### config.mk
export PLATFORM = sky130hd
export DESIGN_NAME = current_power_scaling_engine
export DESIGN_NICKNAME = d
export VERILOG_FILES = /design/src/hw/cpse_pkg.sv /design/src/hw/scale_if.sv /design/src/hw/scale_mac.sv /design/src/hw/current_power_scaling_engine.sv
export SDC_FILE = /design/constraint.sdc
export NUM_CORES = 2
export LEC_CHECK = 0
export CAP_MARGIN = 10
export CORE_MARGIN = 1.5
export CORE_UTILIZATION = 50
export DETAILED_ROUTE_END_ITERATION = 10
export DONT_BUFFER_PORTS = 1
export GPL_ROUTABILITY_DRIVEN = 0
export GPL_TIMING_DRIVEN = 0
export PLACE_DENSITY = 0.63
export SLEW_MARGIN = 20
export SYNTH_ARGS = -nofsm -noshare
export SYNTH_HDL_FRONTEND = slang
export SYNTH_SLANG_ARGS = --single-unit
### constraint.sdc
create_clock -name i_mclk -period 29.7 [get_ports i_mclk]
set_input_delay 5.94 -clock i_mclk [delete_from_list [all_inputs] [get_ports i_mclk]]
set_output_delay 5.94 -clock i_mclk [all_outputs]
set_load 0.1 [all_outputs]
### src/hw/cpse_pkg.sv
// Constants and arithmetic shared by the current and power scaling engine.
package cpse_pkg;

    localparam logic [7:0] ADDR_SETUP = 8'h00;
    localparam logic [7:0] ADDR_SHUNT = 8'h01;
    localparam logic [7:0] ADDR_BUS = 8'h02;
    localparam logic [7:0] ADDR_POWER = 8'h03;
    localparam logic [7:0] ADDR_CURRENT = 8'h04;
    localparam logic [7:0] ADDR_SCALE = 8'h05;

    localparam logic [15:0] SETUP_RST_VAL = 16'h4127;
    localparam logic [15:0] RESULT_RST_VAL = 16'h0000;
    localparam logic [15:0] SCALE_RST_VAL = 16'h0000;
    localparam int SETUP_RESET_BIT = 15;
    localparam int BUS_SIGN_BIT = 15;

    localparam logic signed [32:0] CURRENT_DIVISOR = 33'sh0_0000_0800;
    localparam logic signed [32:0] POWER_DIVISOR = 33'sh0_0000_4E20;
    localparam int POWER_TO_CURRENT_RATIO = 25;
    localparam int BUS_STEP_NV = 1250000;
    localparam int SHUNT_STEP_NV = 2500;
    localparam int RESULT_LATENCY = 3;

    function automatic logic signed [15:0] calc_current(input logic signed [15:0] shunt,
                                                        input logic [15:0] scale);
        logic signed [32:0] prod;
        prod = shunt * $signed({1'b0, scale});
        prod = prod / CURRENT_DIVISOR;
        return prod[15:0];
    endfunction : calc_current

    function automatic logic signed [15:0] calc_power(input logic signed [15:0] cur,
                                                      input logic [15:0] bus);
        logic signed [32:0] prod;
        prod = cur * $signed({1'b0, bus});
        prod = prod / POWER_DIVISOR;
        return prod[15:0];
    endfunction : calc_power

    function automatic logic [15:0] bus_field(input logic [15:0] code);
        return {1'b0, code[BUS_SIGN_BIT-1:0]};
    endfunction : bus_field

endpackage : cpse_pkg

### src/hw/scale_if.sv
// Handshake and operands between the register block and the arithmetic pipeline.
`timescale 1ns/1ns
`default_nettype none
interface scale_if;
    logic start;
    logic signed [15:0] shunt;
    logic [15:0] bus;
    logic [15:0] scale;
    logic done;
    logic signed [15:0] cur;
    logic signed [15:0] pwr;
    modport engine(input start, input shunt, input bus, input scale,
                   output done, output cur, output pwr);
    modport client(output start, output shunt, output bus, output scale,
                   input done, input cur, input pwr);
endinterface : scale_if
`default_nettype wire

### src/hw/scale_mac.sv
// Two-stage pipeline: current from shunt and scale factor, then power.
`timescale 1ns/1ns
`default_nettype none
module scale_mac
    import cpse_pkg::*;
(
    input wire logic i_mclk,
    input wire logic i_rst_n,
    scale_if.engine sif
);
    logic stage1_r;
    logic signed [15:0] cur1_r;
    logic [15:0] bus1_r;
    logic done_r;
    logic signed [15:0] cur2_r;
    logic signed [15:0] pwr_r;

    // First stage forms the current code.
    always_ff @(posedge i_mclk) begin
        if (!i_rst_n) begin
            stage1_r <= 1'b0;
            cur1_r <= '0;
            bus1_r <= '0;
        end else begin
            stage1_r <= sif.start;
            if (sif.start) begin
                cur1_r <= calc_current(sif.shunt, sif.scale);
                bus1_r <= sif.bus;
            end
        end
    end

    // Second stage forms the power code from the truncated current.
    always_ff @(posedge i_mclk) begin
        if (!i_rst_n) begin
            done_r <= 1'b0;
            cur2_r <= '0;
            pwr_r <= '0;
        end else begin
            done_r <= stage1_r;
            if (stage1_r) begin
                cur2_r <= cur1_r;
                pwr_r <= calc_power(cur1_r, bus1_r);
            end
        end
    end

    assign sif.done = done_r;
    assign sif.cur = cur2_r;
    assign sif.pwr = pwr_r;

endmodule : scale_mac
`default_nettype wire

### src/hw/current_power_scaling_engine.sv
// Register bank and result scaling of the current and power monitor.
// What this block does
// - Current equals signed shunt code times scale factor, divided by 2048.
// - Power equals current result times bus voltage code, divided by 20000.
// - Current and power read zero until a scale factor is written.
// - After scale factor is written, each measurement refreshes current and power.
// - Bus voltage result weights 1.25 mV per step, independent of scale factor.
// - Bus voltage result always reads zero in its top bit.
// - One power step is worth exactly 25 current steps, fixed internally.
`timescale 1ns/1ns
`default_nettype none
module current_power_scaling_engine
    import cpse_pkg::*;
(
    input wire logic i_mclk,
    input wire logic i_rst_n,
    input wire logic [7:0] i_reg_addr,
    input wire logic i_reg_wr,
    input wire logic [15:0] i_reg_wdata,
    output logic [15:0] o_reg_rdata,
    input wire logic i_meas_valid,
    input wire logic [15:0] i_shunt_code,
    input wire logic [15:0] i_bus_code,
    output logic [15:0] o_setup,
    output logic o_scale_set
);
    logic [15:0] operating_setup_r;
    logic [15:0] shunt_voltage_result_r;
    logic [15:0] bus_voltage_result_r;
    logic [15:0] power_result_r;
    logic [15:0] current_result_r;
    logic [15:0] scale_factor_r;
    logic scale_set_r;
    logic [15:0] rdata_r;
    logic [15:0] rdata_nxt;
    logic soft_reset;
    logic wr_setup;
    logic wr_scale;

    scale_if sif();

    assign wr_setup = i_reg_wr && (i_reg_addr == ADDR_SETUP);
    assign wr_scale = i_reg_wr && (i_reg_addr == ADDR_SCALE);
    assign soft_reset = wr_setup && i_reg_wdata[SETUP_RESET_BIT];

    // Operands are taken straight from the converter so the pipeline starts at once.
    assign sif.start = i_meas_valid && !soft_reset;
    assign sif.shunt = $signed(i_shunt_code);
    assign sif.bus = bus_field(i_bus_code);
    assign sif.scale = scale_factor_r;

    scale_mac u_scale_mac (
        .i_mclk(i_mclk),
        .i_rst_n(i_rst_n),
        .sif(sif)
    );

    // Setup register; its reset bit returns every register to its default and self-clears.
    always_ff @(posedge i_mclk) begin
        if (!i_rst_n || soft_reset) begin
            operating_setup_r <= SETUP_RST_VAL;
        end else if (wr_setup) begin
            operating_setup_r <= i_reg_wdata;
        end
    end

    // Scale factor and the flag that marks it as programmed.
    always_ff @(posedge i_mclk) begin
        if (!i_rst_n || soft_reset) begin
            scale_factor_r <= SCALE_RST_VAL;
            scale_set_r <= 1'b0;
        end else if (wr_scale) begin
            scale_factor_r <= i_reg_wdata;
            scale_set_r <= 1'b1;
        end
    end

    // Raw measurement results.
    always_ff @(posedge i_mclk) begin
        if (!i_rst_n || soft_reset) begin
            shunt_voltage_result_r <= RESULT_RST_VAL;
            bus_voltage_result_r <= RESULT_RST_VAL;
        end else if (i_meas_valid) begin
            shunt_voltage_result_r <= i_shunt_code;
            bus_voltage_result_r <= bus_field(i_bus_code);
        end
    end

    // Scaled results are held at zero until the scale factor has been written.
    always_ff @(posedge i_mclk) begin
        if (!i_rst_n || soft_reset || !scale_set_r) begin
            current_result_r <= RESULT_RST_VAL;
            power_result_r <= RESULT_RST_VAL;
        end else if (sif.done) begin
            current_result_r <= sif.cur;
            power_result_r <= sif.pwr;
        end
    end

    // Read data follows the pointer with one cycle of latency; unmapped pointers read zero.
    always_comb begin
        case (i_reg_addr)
            ADDR_SETUP: rdata_nxt = operating_setup_r;
            ADDR_SHUNT: rdata_nxt = shunt_voltage_result_r;
            ADDR_BUS: rdata_nxt = bus_voltage_result_r;
            ADDR_POWER: rdata_nxt = power_result_r;
            ADDR_CURRENT: rdata_nxt = current_result_r;
            ADDR_SCALE: rdata_nxt = scale_factor_r;
            default: rdata_nxt = 16'h0000;
        endcase
    end

    always_ff @(posedge i_mclk) begin
        if (!i_rst_n) begin
            rdata_r <= 16'h0000;
        end else begin
            rdata_r <= rdata_nxt;
        end
    end

    assign o_reg_rdata = rdata_r;
    assign o_setup = operating_setup_r;
    assign o_scale_set = scale_set_r;

    AST_CURRENT_CALC: assert property (
        @(posedge i_mclk) disable iff (!i_rst_n)
        (i_meas_valid && !soft_reset && scale_set_r) ##1 (scale_set_r && !soft_reset)[*2]
        |=> current_result_r == calc_current($past(i_shunt_code, 3),
                                             $past(scale_factor_r, 3)))
        else $error("Current result does not match shunt times scale over 2048.");

    AST_POWER_CALC: assert property (
        @(posedge i_mclk) disable iff (!i_rst_n)
        (i_meas_valid && !soft_reset && scale_set_r) ##1 (scale_set_r && !soft_reset)[*2]
        |=> power_result_r == calc_power($signed(current_result_r),
                                         bus_field($past(i_bus_code, 3))))
        else $error("Power result does not match current times bus over 20000.");

    AST_HOLD_ZERO: assert property (
        @(posedge i_mclk) disable iff (!i_rst_n)
        !scale_set_r ##1 !scale_set_r |-> (current_result_r == 16'h0000)
                                          && (power_result_r == 16'h0000))
        else $error("Scaled results are not zero before the scale factor is written.");

    AST_REFRESH: assert property (
        @(posedge i_mclk) disable iff (!i_rst_n)
        (i_meas_valid && !soft_reset && scale_set_r) |-> ##2 sif.done)
        else $error("A measurement did not refresh the scaled results in time.");

    AST_BUS_CAPTURE: assert property (
        @(posedge i_mclk) disable iff (!i_rst_n)
        (i_meas_valid && !soft_reset)
        |=> bus_voltage_result_r[BUS_SIGN_BIT-1:0] == $past(i_bus_code[BUS_SIGN_BIT-1:0]))
        else $error("Bus result is not the converter code at fixed weighting.");

    AST_BUS_MSB: assert property (
        @(posedge i_mclk) disable iff (!i_rst_n)
        !bus_voltage_result_r[BUS_SIGN_BIT] && !(sif.bus[BUS_SIGN_BIT]))
        else $error("Bus result top bit is set.");

    AST_POWER_RATIO: assert property (
        @(posedge i_mclk) disable iff (!i_rst_n)
        (sif.done && !sif.cur[15] && !sif.pwr[15])
        |-> longint'(sif.pwr) * POWER_TO_CURRENT_RATIO * 64'sd1000000000
            <= longint'(sif.cur) * longint'($past(sif.bus, 2)) * BUS_STEP_NV)
        else $error("Power to current step ratio broken.");

    AST_TRUNCATE: assert property (
        @(posedge i_mclk) disable iff (!i_rst_n)
        (sif.done && !sif.cur[15] && !sif.pwr[15])
        |-> ($signed({{17{sif.pwr[15]}}, sif.pwr}) * POWER_DIVISOR
             <= sif.cur * $signed({1'b0, $past(sif.bus, 2)})))
        else $error("Power division rounds up instead of dropping the fraction.");

    AST_SHUNT_CAPTURE: assert property (
        @(posedge i_mclk) disable iff (!i_rst_n)
        (i_meas_valid && !soft_reset) |=> shunt_voltage_result_r == $past(i_shunt_code))
        else $error("Shunt result does not hold the signed converter code.");

    AST_SOFT_RESET: assert property (
        @(posedge i_mclk) disable iff (!i_rst_n)
        soft_reset |=> (operating_setup_r == SETUP_RST_VAL) && !scale_set_r
                       && (scale_factor_r == SCALE_RST_VAL))
        else $error("Setup reset bit did not restore defaults.");

    // A setup reset also clears every measurement and scaled result.
    AST_SOFT_CLEAR: assert property (
        @(posedge i_mclk) disable iff (!i_rst_n)
        soft_reset |=> (shunt_voltage_result_r == 16'h0000)
                       && (bus_voltage_result_r == 16'h0000)
                       && (current_result_r == 16'h0000)
                       && (power_result_r == 16'h0000))
        else $error("Setup reset bit did not clear the results.");

    // The reset bit never reads back as set.
    AST_SETUP_SELF_CLEAR: assert property (
        @(posedge i_mclk) disable iff (!i_rst_n)
        !operating_setup_r[SETUP_RESET_BIT])
        else $error("Setup reset bit did not clear itself.");

    // Without a programmed scale factor the next results are zero.
    AST_UNSET_CLEARS: assert property (
        @(posedge i_mclk) disable iff (!i_rst_n)
        !scale_set_r |=> (current_result_r == 16'h0000) && (power_result_r == 16'h0000))
        else $error("Scaled results are not cleared while the scale factor is unset.");

    // A write to the scale factor stores it and marks it as programmed.
    AST_SCALE_WRITE: assert property (
        @(posedge i_mclk) disable iff (!i_rst_n)
        wr_scale |=> scale_set_r && (scale_factor_r == $past(i_reg_wdata)))
        else $error("Scale factor write was not taken.");

    // Once programmed, the flag stays until a reset.
    AST_SCALE_STICKY: assert property (
        @(posedge i_mclk) disable iff (!i_rst_n)
        (scale_set_r && !soft_reset) |=> scale_set_r)
        else $error("Scale programmed flag dropped without a reset.");

    // Scaled results change only when the pipeline delivers or a setup reset clears them.
    AST_CURRENT_HOLD: assert property (
        @(posedge i_mclk) disable iff (!i_rst_n)
        (!sif.done && !soft_reset && scale_set_r) |=> $stable(current_result_r))
        else $error("Current result changed without a new measurement.");

    AST_POWER_HOLD: assert property (
        @(posedge i_mclk) disable iff (!i_rst_n)
        (!sif.done && !soft_reset && scale_set_r) |=> $stable(power_result_r))
        else $error("Power result changed without a new measurement.");

    // Every accepted measurement leaves the pipeline two cycles later.
    AST_PIPE_DONE: assert property (
        @(posedge i_mclk) disable iff (!i_rst_n)
        sif.start |-> ##2 sif.done)
        else $error("Pipeline lost a measurement.");

    AST_PIPE_ORIGIN: assert property (
        @(posedge i_mclk) disable iff (!i_rst_n)
        sif.done |-> $past(sif.start, 2))
        else $error("Pipeline delivered a result nobody started.");

    // Zero operands give zero products.
    AST_ZERO_SCALE: assert property (
        @(posedge i_mclk) disable iff (!i_rst_n)
        (sif.start && sif.scale == 16'h0000)
        |-> ##2 (sif.cur == 16'sh0000) && (sif.pwr == 16'sh0000))
        else $error("Zero scale factor gave a nonzero current.");

    AST_ZERO_SHUNT: assert property (
        @(posedge i_mclk) disable iff (!i_rst_n)
        (sif.start && sif.shunt == 16'sh0000)
        |-> ##2 (sif.cur == 16'sh0000) && (sif.pwr == 16'sh0000))
        else $error("Zero shunt code gave a nonzero current.");

    AST_ZERO_BUS: assert property (
        @(posedge i_mclk) disable iff (!i_rst_n)
        (sif.start && sif.bus == 16'h0000) |-> ##2 (sif.pwr == 16'sh0000))
        else $error("Zero bus code gave a nonzero power.");

    // A non-negative current never exceeds the exact quotient.
    AST_CURRENT_TRUNCATE: assert property (
        @(posedge i_mclk) disable iff (!i_rst_n)
        (sif.done && !sif.cur[15] && !$past(sif.shunt[15], 2))
        |-> ($signed({17'h00000, sif.cur}) * CURRENT_DIVISOR
             <= $past(sif.shunt, 2) * $signed({1'b0, $past(sif.scale, 2)})))
        else $error("Current division rounds up instead of dropping the fraction.");

    // Writes to result registers are ignored.
    AST_SHUNT_READ_ONLY: assert property (
        @(posedge i_mclk) disable iff (!i_rst_n)
        (i_reg_wr && i_reg_addr == ADDR_SHUNT && !i_meas_valid)
        |=> $stable(shunt_voltage_result_r))
        else $error("Shunt result was overwritten by the host.");

    AST_BUS_READ_ONLY: assert property (
        @(posedge i_mclk) disable iff (!i_rst_n)
        (i_reg_wr && i_reg_addr == ADDR_BUS && !i_meas_valid)
        |=> $stable(bus_voltage_result_r))
        else $error("Bus result was overwritten by the host.");

    // Read data presents the addressed result one cycle later.
    AST_READ_CURRENT: assert property (
        @(posedge i_mclk) disable iff (!i_rst_n)
        (i_reg_addr == ADDR_CURRENT) |=> o_reg_rdata == $past(current_result_r))
        else $error("Current result read back wrongly.");

    AST_READ_POWER: assert property (
        @(posedge i_mclk) disable iff (!i_rst_n)
        (i_reg_addr == ADDR_POWER) |=> o_reg_rdata == $past(power_result_r))
        else $error("Power result read back wrongly.");

    AST_READ_BUS: assert property (
        @(posedge i_mclk) disable iff (!i_rst_n)
        (i_reg_addr == ADDR_BUS) |=> !o_reg_rdata[BUS_SIGN_BIT])
        else $error("Bus result read back with its top bit set.");

    AST_READ_SHUNT: assert property (
        @(posedge i_mclk) disable iff (!i_rst_n)
        (i_reg_addr == ADDR_SHUNT) |=> o_reg_rdata == $past(shunt_voltage_result_r))
        else $error("Shunt result read back wrongly.");

endmodule : current_power_scaling_engine
`default_nettype wire

==> flow_summary.toml <==
[status]
outcome = "finished clean"

[clocking]
clock_path_buffers = 2
ctsHtreeMaxLevel = 4
postCtsHoldBufs = 0
path_clk_slew_ns = 0.07
cts_buffers = 17
cts_sinks = 177
post-cts-setup-buffers = 0
cts-resized-gates = 0
cts-root-buf = "clkbuf_16"
insertion_delay_ns = 0.45
cts_tree = "done"

[place]
dpl.cell_count = 4829
place_ws_ns = 3.75
place_hpwl_mm = 79.8
io_buffers = 0
placed_cell_area_um2 = 34300

[floorplan]
io_pins = 93
die_area_um2 = 67900
start_util_pct = 50.5
core-area_um2 = 65700
die_w_um = 261
fp.dieH_um = 261
rows = 94

[grt]
overflow = 0
grt_pass1_vias = 27300
grt_pass1_wl_mm = 154
grt_usage_pct = 29.2
grt_start_max_net_pins = 17
antenna_found_initial = 2

[layout]
syn2layout_area_growth_pct = 4.96
nets = 4692
stdcell_area_um2 = 34800
fillCellCount = 6320
stdcell_count = 4860
drive_above_1_share_pct = 5.63

[setup_path]
path_max_fanout = 10
cp_slowest_cell = "fa_1"
critPathKind = "flip-flop to flip-flop"
critical_path.top_delay_family = "compound AO/OA/AOI/OAI gates"
crit_path_start_kind = "flip-flop"
crit_buf_inv = 9
ff2ff_setup_slack_ns = 3.37
reg2reg_depth = 82
cp.required_ns = 30.01
crit_end = "u_scale_mac.sif.pwr[10]"
cp.depth = 82
cpPeakStageDelay_ns = 0.96
setup.worst_path.start = "u_scale_mac.bus1_r[3]"
end_kind = "flip-flop"
rr_startpoint = "u_scale_mac.bus1_r[3]"
cp.arrival_ns = 26.64
r2r-end = "u_scale_mac.sif.pwr[10]"

[route]
via_per_inst = 5.78
drt_iter0_markers = 2146
vias = 28100
drc = 0
ant_nets = 0
drt-wirelength-per-cell_um = 20.1
dr.pass1.iters = 8
wl_mm = 97.6

[synthesis]
synth-simple-area-share_pct = 20.0
synth_edf_count = 0
synth_flop_cell = "dfxtp_1"
synth_top_family_by_area = "adder cells"
synth.area.top_cells = "fa_1, dfxtp_1, ha_1"
ys_seq_area_share_pct = 10.7
synthAdderAreaFrac_pct = 34.7
synth_most_common_cell = "inv_1"
synth_cell_types = 132
synth_fp_nets = 4672
synth-xor-area-share_pct = 4.62
synthesis.area_um2 = 33200
synth_compound_area_share_pct = 17.1
ys_ff_latch = 177
synth_warnings = 0
synthArstFlopShare_pct = 0
synthTopCellsByCount = "inv_1, nand2_1, fa_1, nor2_1, and2_1"
synth_top_area_share_pct = 26.5
avgSynthCellArea_um2 = 8.37
synthMuxAreaShare_pct = 4.19
syn_inst = 3964
synth_top_area_cell = "fa_1"

[sta]
rsz0062_at_grt = "false"
fmax_mhz = 38.0
setup_violations = 0
drv_slew = 0
worst_slack_ns = 3.37
fin_skew_ns = 0.0129
slew_headroom_pct = 16.4
fin_crit_sh_pct = 88.6
worst_slew_pin_slew_ns = 1.24
fin_crit_ns = 26.33
hold_violations = 0
fin_setup_tns_ns = 0

[min_path]
hold_path_class = "flip-flop to flip-flop"
hp-start = "u_scale_mac.sif.pwr[5]"

[run]
drv_cap = 0
worst reg2reg max path: cells and delay by family, from the launching register on:
kind | cells | cell delay (ns)
DFF | 1 | 0.61
adders and majority gates | 9 | 4.72
xor gates and xnor gates | 6 | 2.21
buffers and inverters | 9 | 1.87
and+or+nand+nor | 18 | 3.93
AOI/OAI and AO/OA | 39 | 12.50
muxes | 1 | 0.39
logic make-up after synthesis:
family | count (synthesis)
and+or+nand+nor | 1338
buffers and inverters | 759
AOI/OAI and AO/OA | 738
adders and majority gates | 657
DFF | 177
xor gates and xnor gates | 161
muxes | 134
worst min-delay path by stage:
stage / end / slack, ns / depth (start not counted)
3_5_place_dp: u_scale_mac.sif.pwr[5] / 0.44 / 2
6_report: u_scale_mac.sif.pwr[5] / 0.45 / 2
2_1_floorplan: u_scale_mac.sif.pwr[11] / 0.43 / 2
5_1_grt: u_scale_mac.sif.pwr[13] / 0.48 / 2
4_1_cts: u_scale_mac.sif.pwr[5] / 0.45 / 2
3_3_place_gp: u_scale_mac.sif.pwr[5] / 0.44 / 2
sequential cells by signal, indices dropped and copies added, names as in the netlist:
name and count:
shunt_voltage_result_r 16, u_scale_mac.cur1_r 16, current_result_r 16, power_result_r 16
o_reg_rdata 16, o_setup 16, u_scale_mac.sif.done 1, u_scale_mac.bus1_r 15
u_scale_mac.sif.cur 16, u_scale_mac.sif.pwr 16, u_scale_mac.stage1_r 1, o_scale_set 1
bus_voltage_result_r 15, scale_factor_r 16
cell usage in the layout, fill, tap and decap left out, types with 21 or more instances in the layout:
cell type / count
xnor2_1: 112
o211ai_1: 27
a21o_1: 29
nor3_1: 59
a211oi_1: 34
nand4_1: 25
clkbuf_1: 145
and3_1: 36
nand2_1: 487
a31oi_1: 32
nor2_1: 255
and2_1: 242
inv_1: 567
nand3_1: 66
o21bai_1: 21
o21ai_0: 66
o21ai_1: 30
xor2_1: 36
a22o_1: 32
ha_1: 208
dfxtp_1: 177
mux2i_1: 103
nand2b_1: 30
a21oi_1: 170
fa_1: 440
buf_2: 24
mux2_2: 28
stage by stage:
| step | util, % | hold WS [ns] |
|---|---|---|
| 3_5_place_dp | 52.2 | 0.445 |
| 3_3_place_gp | 52.1 | 0.441 |
| 6_report | 53.0 | 0.453 |
| 2_1_floorplan | - | 0.425 |
| 5_1_grt | 53.0 | 0.482 |
| 4_1_cts | 53.0 | 0.455 |
layer usage:
layer / track usage (%) / routed length, um / part of all wire [%]
met1: 41.7 / 44200 / 45
met4: 8.03 / 2690 / 2.8
met3: 5.82 / 8360 / 8.6
met2: 45.0 / 42300 / 43
met5: 0 / 20 / 0.020
final cells by class:
cell class	instances	area, um^2	area share, %
Multi-Input combinational cell	3028	26700	76.8
Clock inverter	10	77.6	0.223
Buffer	189	783	2.25
Tap cell	864	1080	3.10
Sequential cell	177	3540	10.2
Timing Repair Buffer	1	5.00	0.0144
Inverter	570	2140	6.14
Clock buffer	20	467	1.34
Antenna cell	1	2.50	0.00718
Power is not shown: default switching activity piles up to over one toggle a cycle in this logic, so the estimate is an artifact.
